===== src/verilog/ed_pkg.sv =====
// Shared constants and types for the six-channel event-driven transfer engine
package ed_pkg;
   localparam int ED_NUM_CH = 6;          // Transfer channels
   localparam int ED_SEL_W = 5;           // Trigger source select width
   localparam int ED_NUM_EVT = 30;        // Event inputs, index 0 unused
   localparam int ED_ADDR_W = 22;         // Engine bus address width
   localparam int ED_DATA_W = 32;         // Engine bus data width
   localparam int ED_LEN_W = 5;           // Burst length field width
   localparam int ED_CYC_WORD = 4;        // Cycles per word
   localparam int ED_CYC_WORD_SRX = 5;    // Cycles per word, serial receive
   localparam int ED_BURST_GAP = 1;       // Idle cycles ahead of a burst
   localparam int ED_BUF_DEPTH = 2;       // Data path buffer entries
   // Event source numbering
   localparam logic [4:0] ED_EVT_SW_ONLY = 5'h00;  // Software force only
   localparam logic [4:0] ED_EVT_SEQ1 = 5'h01;     // Converter sequencer 1
   localparam logic [4:0] ED_EVT_SEQ2 = 5'h02;     // Converter sequencer 2
   localparam logic [4:0] ED_EVT_XINT1 = 5'h03;    // Ext int 1..7 at 3..9
   localparam logic [4:0] ED_EVT_XINT13 = 5'h0a;   // External interrupt 13
   localparam logic [4:0] ED_EVT_TMR0 = 5'h0b;     // Timers 0..2 at 11..13
   localparam logic [4:0] ED_EVT_SER_A_TX = 5'h0e; // A tx, A rx, B tx, B rx
   localparam logic [4:0] ED_EVT_PWM1_A = 5'h12;   // Pwm n a/b at 18..29
   // Window of the pulse width modulator registers in frame three
   localparam logic [21:0] ED_PWM_BASE = 22'h006800;
   localparam logic [21:0] ED_PWM_LAST = 22'h006fff;
   localparam logic [21:0] ED_STEP16 = 22'h000001; // Address step, 16-bit
   localparam logic [21:0] ED_STEP32 = 22'h000002; // Address step, 32-bit
   // Transfer sequencer states
   typedef enum logic [2:0]
   {
      ED_ST_IDLE,
      ED_ST_GAP,
      ED_ST_RADDR,
      ED_ST_RSTALL,
      ED_ST_RDATA,
      ED_ST_WRITE,
      ED_ST_NEXT
   } ed_state_t;
endpackage


===== src/verilog/ed_dma_engine.sv =====
// Six-channel event-triggered transfer engine top level
`timescale 1ns/1ps
module ed_dma_engine
   import ed_pkg::*;
(
   input wire logic clk,
   input wire logic sys_rst,
   input wire logic [ED_NUM_EVT-1:0] periph_evt,
   output logic [ED_NUM_EVT-1:0] periph_evt_clr,
   input wire logic [ED_NUM_CH*ED_SEL_W-1:0] trigger_source_select,
   input wire logic [ED_NUM_CH-1:0] trigger_enable,
   input wire logic [ED_NUM_CH-1:0] trigger_software_force,
   input wire logic [ED_NUM_CH-1:0] trigger_software_clear,
   input wire logic [ED_NUM_CH-1:0] overflow_clear,
   input wire logic [ED_NUM_CH-1:0] run_start,
   input wire logic [ED_NUM_CH-1:0] run_stop,
   input wire logic [ED_NUM_CH-1:0] word_size_32,
   input wire logic [ED_NUM_CH-1:0] src_serial_rx,
   input wire logic [ED_NUM_CH-1:0] irq_at_end,
   input wire logic [ED_NUM_CH*ED_ADDR_W-1:0] src_begin_addr,
   input wire logic [ED_NUM_CH*ED_ADDR_W-1:0] dst_begin_addr,
   input wire logic [ED_NUM_CH*ED_LEN_W-1:0] burst_len_m1,
   input wire logic ch1_high_priority,
   input wire logic peripheral_frame_three_mapped,
   output logic [ED_NUM_CH-1:0] trigger_pending_flag,
   output logic [ED_NUM_CH-1:0] trigger_overflow_flag,
   output logic [ED_NUM_CH-1:0] channel_running_status,
   output logic [ED_NUM_CH-1:0] ch_irq,
   output logic [ED_ADDR_W-1:0] dma_addr,
   output logic dma_rd_en,
   input wire logic [ED_DATA_W-1:0] dma_rd_data,
   output logic dma_wr_en,
   output logic dma_wr_32,
   output logic [ED_DATA_W-1:0] dma_wr_data,
   input wire logic dma_wr_ready
);
   ed_state_t st_q;                      // Sequencer state
   logic [2:0] cur_q;                    // Channel owning the burst
   logic [2:0] rr_q;                     // Last channel served by round robin
   logic [ED_NUM_CH-1:0] run_q;          // Channel running status
   logic [ED_NUM_CH-1:0] irq_q;          // Interrupt pulses
   logic [ED_NUM_EVT-1:0] evt_clr_q;     // Clear pulses back to sources
   logic [ED_ADDR_W-1:0] src_q;          // Source pointer
   logic [ED_ADDR_W-1:0] dst_q;          // Destination pointer
   logic [ED_ADDR_W-1:0] addr_q;         // Address on the bus
   logic [ED_LEN_W-1:0] left_q;          // Words left after this one
   logic w32_q;                          // Burst uses 32-bit words
   logic srx_q;                          // Source is serial receive
   logic [ED_NUM_CH-1:0] pend;           // Pending flags
   logic [ED_NUM_CH-1:0] taken;          // Selected events this cycle
   logic [ED_NUM_CH-1:0] elig;           // Channels ready for service
   logic [ED_NUM_CH-1:0] bstart;         // Burst start per channel
   logic pick_valid;                     // Some channel may start
   logic [2:0] pick;                     // Channel chosen
   logic access_ok;                      // Address reachable now
   logic buf_in_ready;
   logic buf_out_valid;
   logic [ED_DATA_W-1:0] rd_word;        // Read data, zero if blocked
   logic push;
   logic pop;
   logic [ED_ADDR_W-1:0] step;

   // One trigger latch per channel
   for (genvar c = 0; c < ED_NUM_CH; c++)
   begin : g_ch
      ed_trig_chan u_trig
      (
         .clk(clk),
         .sys_rst(sys_rst),
         .sel(trigger_source_select[c*ED_SEL_W +: ED_SEL_W]),
         .evt_in(periph_evt),
         .sw_force(trigger_software_force[c]),
         .sw_clear(trigger_software_clear[c]),
         .ovf_clear(overflow_clear[c]),
         .burst_start(bstart[c]),
         .pending(pend[c]),
         .overflow(trigger_overflow_flag[c]),
         .evt_taken(taken[c])
      );
   end

   // Served only if latched, enabled and running
   assign elig = pend & trigger_enable & run_q;

   // Round robin, with channel 1 first when raised
   always_comb
   begin
      int j;
      j = 0;
      pick_valid = |elig;
      pick = 3'h0;
      for (int k = ED_NUM_CH; k >= 1; k--)
      begin
         j = (int'(rr_q) + k) % ED_NUM_CH;
         if (elig[j])
            pick = 3'(j);
      end
      if (ch1_high_priority && elig[0])
         pick = 3'h0;
   end

   // Burst start strobes only when idle, so bursts never overlap
   always_comb
   begin
      bstart = '0;
      if (st_q == ED_ST_IDLE && pick_valid)
         bstart[pick] = 1'b1;
   end

   // Run status
   always_ff @(posedge clk or posedge sys_rst)
   begin
      if (sys_rst)
         run_q <= '0;
      else
         run_q <= (run_q | run_start) & ~run_stop;
   end

   // Clear pulses back to every source that was taken
   always_ff @(posedge clk or posedge sys_rst)
   begin
      if (sys_rst)
         evt_clr_q <= '0;
      else
      begin
         evt_clr_q <= '0;
         for (int c = 0; c < ED_NUM_CH; c++)
            if (taken[c])
               evt_clr_q[trigger_source_select[c*ED_SEL_W +: ED_SEL_W]]
                  <= 1'b1;
      end
   end

   // Address reachability: pwm window only when mapped in frame three
   assign access_ok = !(addr_q >= ED_PWM_BASE && addr_q <= ED_PWM_LAST)
                      || peripheral_frame_three_mapped;
   assign step = w32_q ? ED_STEP32 : ED_STEP16;

   // Sequencer: gap, read address, stall, read data, write, next
   always_ff @(posedge clk or posedge sys_rst)
   begin
      if (sys_rst)
         st_q <= ED_ST_IDLE;
      else
         case (st_q)
            ED_ST_IDLE:
               if (pick_valid)
                  st_q <= ED_ST_GAP;
            ED_ST_GAP:
               st_q <= ED_ST_RADDR;
            ED_ST_RADDR:
               st_q <= srx_q ? ED_ST_RSTALL : ED_ST_RDATA;
            ED_ST_RSTALL:
               st_q <= ED_ST_RDATA;
            ED_ST_RDATA:
               if (buf_in_ready)
                  st_q <= ED_ST_WRITE;
            ED_ST_WRITE:
               if (pop)
                  st_q <= ED_ST_NEXT;
            ED_ST_NEXT:
               st_q <= (left_q == '0) ? ED_ST_IDLE : ED_ST_RADDR;
            default:
               st_q <= ED_ST_IDLE;
         endcase
   end

   // Burst setup and pointer stepping
   always_ff @(posedge clk or posedge sys_rst)
   begin
      if (sys_rst)
      begin
         cur_q <= 3'h0;
         rr_q <= 3'h0;
         src_q <= '0;
         dst_q <= '0;
         left_q <= '0;
         w32_q <= 1'b0;
         srx_q <= 1'b0;
      end
      else if (st_q == ED_ST_IDLE && pick_valid)
      begin
         cur_q <= pick;
         if (!(ch1_high_priority && pick == 3'h0))
            rr_q <= pick;
         src_q <= src_begin_addr[pick*ED_ADDR_W +: ED_ADDR_W];
         dst_q <= dst_begin_addr[pick*ED_ADDR_W +: ED_ADDR_W];
         left_q <= burst_len_m1[pick*ED_LEN_W +: ED_LEN_W];
         srx_q <= src_serial_rx[pick];
         // Serial transfers are held to 16-bit words
         w32_q <= word_size_32[pick] && !src_serial_rx[pick];
      end
      else if (st_q == ED_ST_NEXT)
      begin
         src_q <= src_q + step;
         dst_q <= dst_q + step;
         left_q <= left_q - 5'h01;
      end
   end

   // Bus address register: source for reads, destination for writes
   always_ff @(posedge clk or posedge sys_rst)
   begin
      if (sys_rst)
         addr_q <= '0;
      else if (st_q == ED_ST_GAP)
         addr_q <= src_q;
      else if (st_q == ED_ST_NEXT)
         addr_q <= src_q + step;
      else if (st_q == ED_ST_RDATA && buf_in_ready)
         addr_q <= dst_q;
   end

   // Read data path into the buffer; blocked reads give zero
   assign rd_word = access_ok ? dma_rd_data : '0;
   assign push = (st_q == ED_ST_RDATA);
   // Blocked writes drain without a bus strobe
   assign pop = (st_q == ED_ST_WRITE) && buf_out_valid
                && (dma_wr_ready || !access_ok);

   ed_buf2 #(.WIDTH(ED_DATA_W)) u_buf
   (
      .clk(clk),
      .sys_rst(sys_rst),
      .in_valid(push),
      .in_ready(buf_in_ready),
      .in_data(rd_word),
      .out_valid(buf_out_valid),
      .out_ready(pop),
      .out_data(dma_wr_data)
   );

   // Bus strobes
   assign dma_addr = addr_q;
   assign dma_rd_en = (st_q == ED_ST_RADDR) && access_ok;
   assign dma_wr_en = (st_q == ED_ST_WRITE) && buf_out_valid && access_ok;
   assign dma_wr_32 = w32_q;

   // Channel interrupt at burst start or at burst end
   always_ff @(posedge clk or posedge sys_rst)
   begin
      if (sys_rst)
         irq_q <= '0;
      else
      begin
         irq_q <= '0;
         if (st_q == ED_ST_IDLE && pick_valid && !irq_at_end[pick])
            irq_q[pick] <= 1'b1;
         else if (st_q == ED_ST_NEXT && left_q == '0 && irq_at_end[cur_q])
            irq_q[cur_q] <= 1'b1;
      end
   end

   assign ch_irq = irq_q;
   assign periph_evt_clr = evt_clr_q;
   assign trigger_pending_flag = pend;
   assign channel_running_status = run_q;

   gap_a: assert property (@(posedge clk) disable iff (sys_rst)
      st_q == ED_ST_IDLE && pick_valid |=> st_q == ED_ST_GAP
      ##1 st_q == ED_ST_RADDR) else $error("burst gap wrong");
   word4_a: assert property (@(posedge clk) disable iff (sys_rst)
      st_q == ED_ST_RADDR && !srx_q |=> st_q == ED_ST_RDATA)
      else $error("read takes extra cycle");
   word5_a: assert property (@(posedge clk) disable iff (sys_rst)
      st_q == ED_ST_RADDR && srx_q |=> st_q == ED_ST_RSTALL
      ##1 st_q == ED_ST_RDATA) else $error("serial read not stalled");
   start_elig_a: assert property (@(posedge clk) disable iff (sys_rst)
      |bstart |-> (bstart & elig) == bstart)
      else $error("burst on ineligible channel");
   hi_prio_a: assert property (@(posedge clk) disable iff (sys_rst)
      st_q == ED_ST_IDLE && ch1_high_priority && elig[0]
      |=> cur_q == 3'h0) else $error("channel 1 not preferred");
   clr_back_a: assert property (@(posedge clk) disable iff (sys_rst)
      taken[1] |=> evt_clr_q[$past(trigger_source_select[9:5])])
      else $error("no clear sent to source");
   serial16_a: assert property (@(posedge clk) disable iff (sys_rst)
      dma_wr_en && srx_q |-> !dma_wr_32) else $error("serial word 32-bit");
   irq_start_a: assert property (@(posedge clk) disable iff (sys_rst)
      bstart[2] && !irq_at_end[2] |=> ch_irq[2])
      else $error("start interrupt missing");
   no_trig_a: assert property (@(posedge clk) disable iff (sys_rst)
      st_q == ED_ST_IDLE && !pick_valid |=> st_q == ED_ST_IDLE)
      else $error("burst without trigger");

   burst_end_c: cover property (@(posedge clk) disable iff (sys_rst)
      st_q == ED_ST_NEXT && left_q == '0);
   srx_c: cover property (@(posedge clk) disable iff (sys_rst)
      st_q == ED_ST_RSTALL);
   wr_stall_c: cover property (@(posedge clk) disable iff (sys_rst)
      dma_wr_en && !dma_wr_ready);
   hi_prio_c: cover property (@(posedge clk) disable iff (sys_rst)
      st_q == ED_ST_IDLE && ch1_high_priority && elig[0] && elig[3]);
endmodule


===== src/verilog/ed_buf2.sv =====
// Two-entry data buffer with valid and ready on both sides
`timescale 1ns/1ps
module ed_buf2
#(
   parameter int WIDTH = 32
)
(
   input wire logic clk,
   input wire logic sys_rst,
   input wire logic in_valid,
   output logic in_ready,
   input wire logic [WIDTH-1:0] in_data,
   output logic out_valid,
   input wire logic out_ready,
   output logic [WIDTH-1:0] out_data
);
   logic [WIDTH-1:0] slot_q [2];  // Storage slots
   logic wp_q;                    // Write slot
   logic rp_q;                    // Read slot
   logic [1:0] cnt_q;             // Words held
   logic push;
   logic pop;

   // Handshakes and data out of the slot register
   assign in_ready = (cnt_q != 2'h2);
   assign out_valid = (cnt_q != 2'h0);
   assign out_data = slot_q[rp_q];
   assign push = in_valid && in_ready;
   assign pop = out_valid && out_ready;

   // Slot storage
   always_ff @(posedge clk or posedge sys_rst)
   begin
      if (sys_rst)
      begin
         slot_q[0] <= '0;
         slot_q[1] <= '0;
      end
      else if (push)
         slot_q[wp_q] <= in_data;
   end

   // Pointers and fill count
   always_ff @(posedge clk or posedge sys_rst)
   begin
      if (sys_rst)
      begin
         wp_q <= 1'b0;
         rp_q <= 1'b0;
         cnt_q <= 2'h0;
      end
      else
      begin
         if (push)
            wp_q <= ~wp_q;
         if (pop)
            rp_q <= ~rp_q;
         if (push && !pop)
            cnt_q <= cnt_q + 2'h1;
         else if (pop && !push)
            cnt_q <= cnt_q - 2'h1;
      end
   end

   // Never more than two words held
   buf_bound_a: assert property (@(posedge clk) disable iff (sys_rst)
      cnt_q <= 2'h2) else $error("buffer count above two");
endmodule


===== src/verilog/ed_trig_chan.sv =====
// Per-channel trigger latch with pending and overflow flags
`timescale 1ns/1ps
module ed_trig_chan
   import ed_pkg::*;
(
   input wire logic clk,
   input wire logic sys_rst,
   input wire logic [ED_SEL_W-1:0] sel,
   input wire logic [ED_NUM_EVT-1:0] evt_in,
   input wire logic sw_force,
   input wire logic sw_clear,
   input wire logic ovf_clear,
   input wire logic burst_start,
   output logic pending,
   output logic overflow,
   output logic evt_taken
);
   logic pend_q;   // Trigger pending flag
   logic ovf_q;    // Trigger overflow flag
   logic trig;     // Any trigger this cycle

   // Selected source; code 0 and unused codes pick no event
   always_comb
   begin
      evt_taken = 1'b0;
      if (sel != ED_EVT_SW_ONLY && 32'(sel) < ED_NUM_EVT)
         evt_taken = evt_in[sel];
   end

   // Force works whatever the select holds
   assign trig = evt_taken || sw_force;

   // Pending flag: set beats any clear
   always_ff @(posedge clk or posedge sys_rst)
   begin
      if (sys_rst)
         pend_q <= 1'b0;
      else if (trig)
         pend_q <= 1'b1;
      else if (burst_start || sw_clear)
         pend_q <= 1'b0;
   end

   // Overflow: trigger while one already waits unserved
   always_ff @(posedge clk or posedge sys_rst)
   begin
      if (sys_rst)
         ovf_q <= 1'b0;
      else if (trig && pend_q && !burst_start)
         ovf_q <= 1'b1;
      else if (ovf_clear)
         ovf_q <= 1'b0;
   end

   assign pending = pend_q;
   assign overflow = ovf_q;

   pend_set_a: assert property (@(posedge clk) disable iff (sys_rst)
      trig |=> pend_q) else $error("trigger not latched");
   pend_clr_a: assert property (@(posedge clk) disable iff (sys_rst)
      burst_start && !trig |=> !pend_q) else $error("pending not cleared");
   sw_clr_a: assert property (@(posedge clk) disable iff (sys_rst)
      sw_clear && !trig |=> !pend_q) else $error("soft clear ignored");
   ovf_set_a: assert property (@(posedge clk) disable iff (sys_rst)
      trig && pend_q && !burst_start |=> ovf_q)
      else $error("overflow not flagged");
   ovf_cov_c: cover property (@(posedge clk) disable iff (sys_rst)
      trig && pend_q && !burst_start);
endmodule


===== config.mk =====
export PLATFORM = sky130hd
export DESIGN_NAME = ed_dma_engine
export DESIGN_NICKNAME = d
export VERILOG_FILES = /design/src/verilog/ed_pkg.sv /design/src/verilog/ed_dma_engine.sv /design/src/verilog/ed_buf2.sv /design/src/verilog/ed_trig_chan.sv
export SDC_FILE = /design/constraint.sdc
export NUM_CORES = 1
export LEC_CHECK = 0
export ABC_AREA = 1
export BUFFER_PORTS_ARGS = -buffer_cell sky130_fd_sc_hd__buf_2
export CORE_AREA = 5 5 216 218
export DETAILED_ROUTE_END_ITERATION = 16
export DIE_AREA = 0 0 221 223
export GPL_ROUTABILITY_DRIVEN = 0
export GPL_TIMING_DRIVEN = 1
export SYNTH_ARGS = -nofsm -noshare
export SYNTH_HDL_FRONTEND = slang
export SYNTH_SLANG_ARGS = --single-unit

===== constraint.sdc =====
create_clock -name clk -period 12.7 [get_ports clk]
set_input_delay 1.905 -clock clk [delete_from_list [all_inputs] [get_ports clk]]
set_output_delay 1.905 -clock clk [all_outputs]
set_load 0.01 [all_outputs]

==> flow_metrics.tcl <==
set metrics [dict create \
    synthCells 2381 \
    avgSynthCellArea_um2 6.645 \
    clockBufferDepth 3 \
    timing.max_slew.rel_slack 0.2186 \
    route.final.wire_length_mm 76.33 \
    report.final.hold_viol_count 0 \
    hold_buffers 0 \
    worst_skew_late_latency_ns 0.55 \
    worst_hold_path.num_cells 2 \
    synthArstFlopShare 1.000 \
    synth-seq-area-share 0.3227 \
    route.vias.total 20020 \
    crit_path_start_kind "flip-flop" \
    cts.clk_slew.worst_paths_ns 0.06 \
    wl_per_cell_um 22.02 \
    number_of_enable_type_register_cells_in_the_synthesized_netlist 0 \
    post_synth_most_frequent_cells "665 x sky130_fd_sc_hd__nand2_1, 225 x sky130_fd_sc_hd__inv_1, 219 x sky130_fd_sc_hd__nand3_1, 204 x sky130_fd_sc_hd__dfrtp_1, 190 x sky130_fd_sc_hd__nor2_1" \
    peakVddDrop_uv 421.0 \
    power.density_cell_area_nw_per_um2 365.1 \
    drtIter0Drc 2941 \
    hpwlAfterDp_mm 58.45 \
    clock-skew-final_ns 0.01797 \
    synth.cell_area_um2 15820 \
    status "completed" \
    crit_fanout 78 \
    initial_core_util 0.3540 \
    synth.net_count 2848 \
    setup_viol 0 \
    cts-resized-gates 0 \
    detail_route.drc_violations 0 \
    number_of_storage_elements_in_the_synthesis_netlist 204 \
    worst_r2r_endpoint "src_q[17]$_DFFE_PP0P_" \
    worst_hold_startpoint "dma_addr[5]$_DFFE_PP0P_" \
    ys_warn_count 0 \
    r2r_start "rr_q[1]$_DFFE_PP0P_" \
    cts_htree_levels 1 \
    boundaryPins 556 \
    avgViaCountPerCell 5.774 \
    tritoncts_clock_tree "yes" \
    final_core_area_utilization 0.4414 \
    timing.hold.worst.class "flip-flop to flip-flop" \
    finalMaxSlewViolations 0 \
    crit_type "flip-flop to flip-flop" \
    initial_antenna_violation_count 17 \
    cp_data_arrival_time_ns 6.22 \
    synth.most_common_cell "sky130_fd_sc_hd__nand2_1" \
    cts.sink_count 204 \
    synth_cell_types 56 \
    critPathRequiredTime_ns 13.18 \
    num-nets-final 3310 \
    die_area_um2 49280 \
    area_delta_synth_final_pct 24.71 \
    post_route_cells_drive_above_1_share 0.2359 \
    vert_die_dim_um 223 \
    groute.usage.overall 0.2882 \
    grt_max_degree 138 \
    yosysTopAreaCellShare 0.3227 \
    worstSetupEndpointType "flip-flop" \
    critPathMostFrequentCell "sky130_fd_sc_hd__nand2_1" \
    clock_tree.root_cell "sky130_fd_sc_hd__clkbuf_16" \
    drt.antenna.violating_nets 0 \
    synth.area.top_cells "sky130_fd_sc_hd__dfrtp_1 32%, sky130_fd_sc_hd__nand2_1 16%, sky130_fd_sc_hd__nand3_1 6.9%, sky130_fd_sc_hd__o21ai_0 5.7%, sky130_fd_sc_hd__inv_1 5.3%" \
    row_count 78 \
    grt_pass1_wl_mm 113.4 \
    postCtsSetupRepairBufs 0 \
    r2r_slack_ns 6.96 \
    grt.overflow.total 0 \
    p_leak_uw 0.01014 \
    hold-path-endpoint "dma_addr[5]$_DFFE_PP0P_" \
    fin_setup_tns_ns 0 \
    final_period_utilization 0.4519 \
    worstMarginPinSlew_ns 1.169 \
    max_freq_ghz 0.1743 \
    timing.critical_path.slowest_stage_cell "sky130_fd_sc_hd__nor2_4" \
    die_w_um 221 \
    number_of_buffers_added_by_the_clock_tree_synthesis_step 25 \
    numPortBuffers 555 \
    core_um2 44700 \
    synth_top_cell_by_area "sky130_fd_sc_hd__dfrtp_1" \
    drt-pass1-iter-count 8 \
    grt_setup_unrepaired "false" \
    first_global_vias 18810 \
    r2r_cells 26 \
    cpPeakStageDelay_ns 1.11 \
    fin_crit_ns 5.739 \
    timing.max_cap.violations 0 \
    synth_top_flop_cell "sky130_fd_sc_hd__dfrtp_1" \
]
## worst max-delay path by stage
| stage | slack, ns | end | cells past startpoint | from |
|---|---|---|---|---|
| after global routing | 6.40 | src_q[13]$_DFFE_PP0P_ | 26 | rr_q[1]$_DFFE_PP0P_ |
| after detailed placement | 6.50 | src_q[17]$_DFFE_PP0P_ | 20 | trigger_enable[0] |
| after CTS | 6.99 | src_q[17]$_DFFE_PP0P_ | 26 | rr_q[1]$_DFFE_PP0P_ |
| after floorplan | 5.23 | ch_irq[0]$_DFF_PP0_ | 1 | sys_rst |
| final | 6.96 | src_q[17]$_DFFE_PP0P_ | 26 | rr_q[1]$_DFFE_PP0P_ |
| after global placement | 6.58 | src_q[13]$_DFFE_PP0P_ | 20 | trigger_enable[0] |
## where the power goes
group	switching [uW]	internal [uW]	total, uW
combinational	3830	1420	5250
sequential	236	932	1170
clock	297	487	784
total	4360	2840	7200
## critical path: cells and delay by family (launching register included)
family,cells,cell delay (ns)
AOI/OAI and AO/OA,2,0.36
buffers and inverters,5,1.20
DFF,1,0.53
adders and majority gates,2,0.65
and+or+nand+nor,17,2.90
## cell families (layout without fill, tap and decap cells)
family          after synthesis  in the layout  share of synthesized area
buf+inv                     369            849                    0.09798
simple gates               1248           1248                     0.3394
fa+ha+maj                    22             22                    0.01835
xor+xnor                     21             21                    0.01163
flops                       204            204                     0.3227
compound gates              483            483                     0.1863
other cells                   1              7                  0.0002370
mux                          33             33                    0.02341
## layout by cell type, fill, tap and decap left out, types with 4 or more instances in the layout
cell type and count:
sky130_fd_sc_hd__a21oi_1 64, sky130_fd_sc_hd__a211oi_1 15, sky130_fd_sc_hd__nand2_1 662, sky130_fd_sc_hd__o21ai_0 181, sky130_fd_sc_hd__dfrtp_1 204, sky130_fd_sc_hd__clkbuf_16 25
sky130_fd_sc_hd__clkbuf_8 4, sky130_fd_sc_hd__nor3_2 4, sky130_fd_sc_hd__ha_1 20, sky130_fd_sc_hd__nand3_1 219, sky130_fd_sc_hd__bufinv_16 5, sky130_fd_sc_hd__o2111ai_1 9
sky130_fd_sc_hd__nand2_2 7, sky130_fd_sc_hd__o22ai_1 100, sky130_fd_sc_hd__nand4_1 76, sky130_fd_sc_hd__nor4_1 8, sky130_fd_sc_hd__buf_2 555, sky130_fd_sc_hd__inv_1 224
sky130_fd_sc_hd__a221oi_1 7, sky130_fd_sc_hd__clkbuf_1 6, sky130_fd_sc_hd__a22oi_1 13, sky130_fd_sc_hd__inv_2 6, sky130_fd_sc_hd__buf_4 14, sky130_fd_sc_hd__o21ai_1 4
sky130_fd_sc_hd__and2_1 4, sky130_fd_sc_hd__o221ai_1 22, sky130_fd_sc_hd__diode_2 6, sky130_fd_sc_hd__nor2_1 190, sky130_fd_sc_hd__nand3b_1 10, sky130_fd_sc_hd__mux2_2 32
sky130_fd_sc_hd__nor3_1 51, sky130_fd_sc_hd__or2_2 5, sky130_fd_sc_hd__xor2_1 18, sky130_fd_sc_hd__a31oi_1 5, sky130_fd_sc_hd__o21a_1 21, sky130_fd_sc_hd__o211ai_1 28
## metrics by stage
stage | power [uW] | cell area, um2 | instances | setup WS, ns | hold WS, ns
4_1_cts | 7087 | 19720 | 3461 | 6.994 | 0.4838
2_1_floorplan | 4790 | 15820 | 2381 | 5.228 | 0.4476
3_5_place_dp | 6274 | 18830 | 3416 | 6.496 | 0.4690
3_3_place_gp | 6179 | 18830 | 3416 | 6.581 | 0.4614
5_1_grt | 7706 | 19720 | 3464 | 6.402 | 0.5007
6_report | 7203 | 19730 | 3467 | 6.961 | 0.4793
## area by class of cell
class | instances | area, um2
Clock buffer | 35 | 703.2
Timing Repair Buffer | 569 | 2883
Sequential cell | 204 | 5105
Clock inverter | 10 | 185.2
Fill cell | 4797 | 24970
Antenna cell | 6 | 15.01
Tap cell | 600 | 750.7
Multi-Input combinational cell | 1808 | 9194
Inverter | 235 | 894.6
## state kept, by name, indices dropped and copies added, names as in the netlist, 6 cells and up
name / flops
src_q: 22
channel_running_status: 6
g_ch.u_trig.overflow: 6
periph_evt_clr: 30
u_buf.slot_q: 64
dst_q: 22
dma_addr: 22
g_ch.u_trig.pending: 6
ch_irq: 6
## routing by layer
metal	part of all wire	GRT usage
met4	0.041	0.08743
met3	0.12	0.09461
met5	0.0019	0
met2	0.42	0.4224
met1	0.42	0.4048
Note: power is estimated with default switching activity, not from simulation.
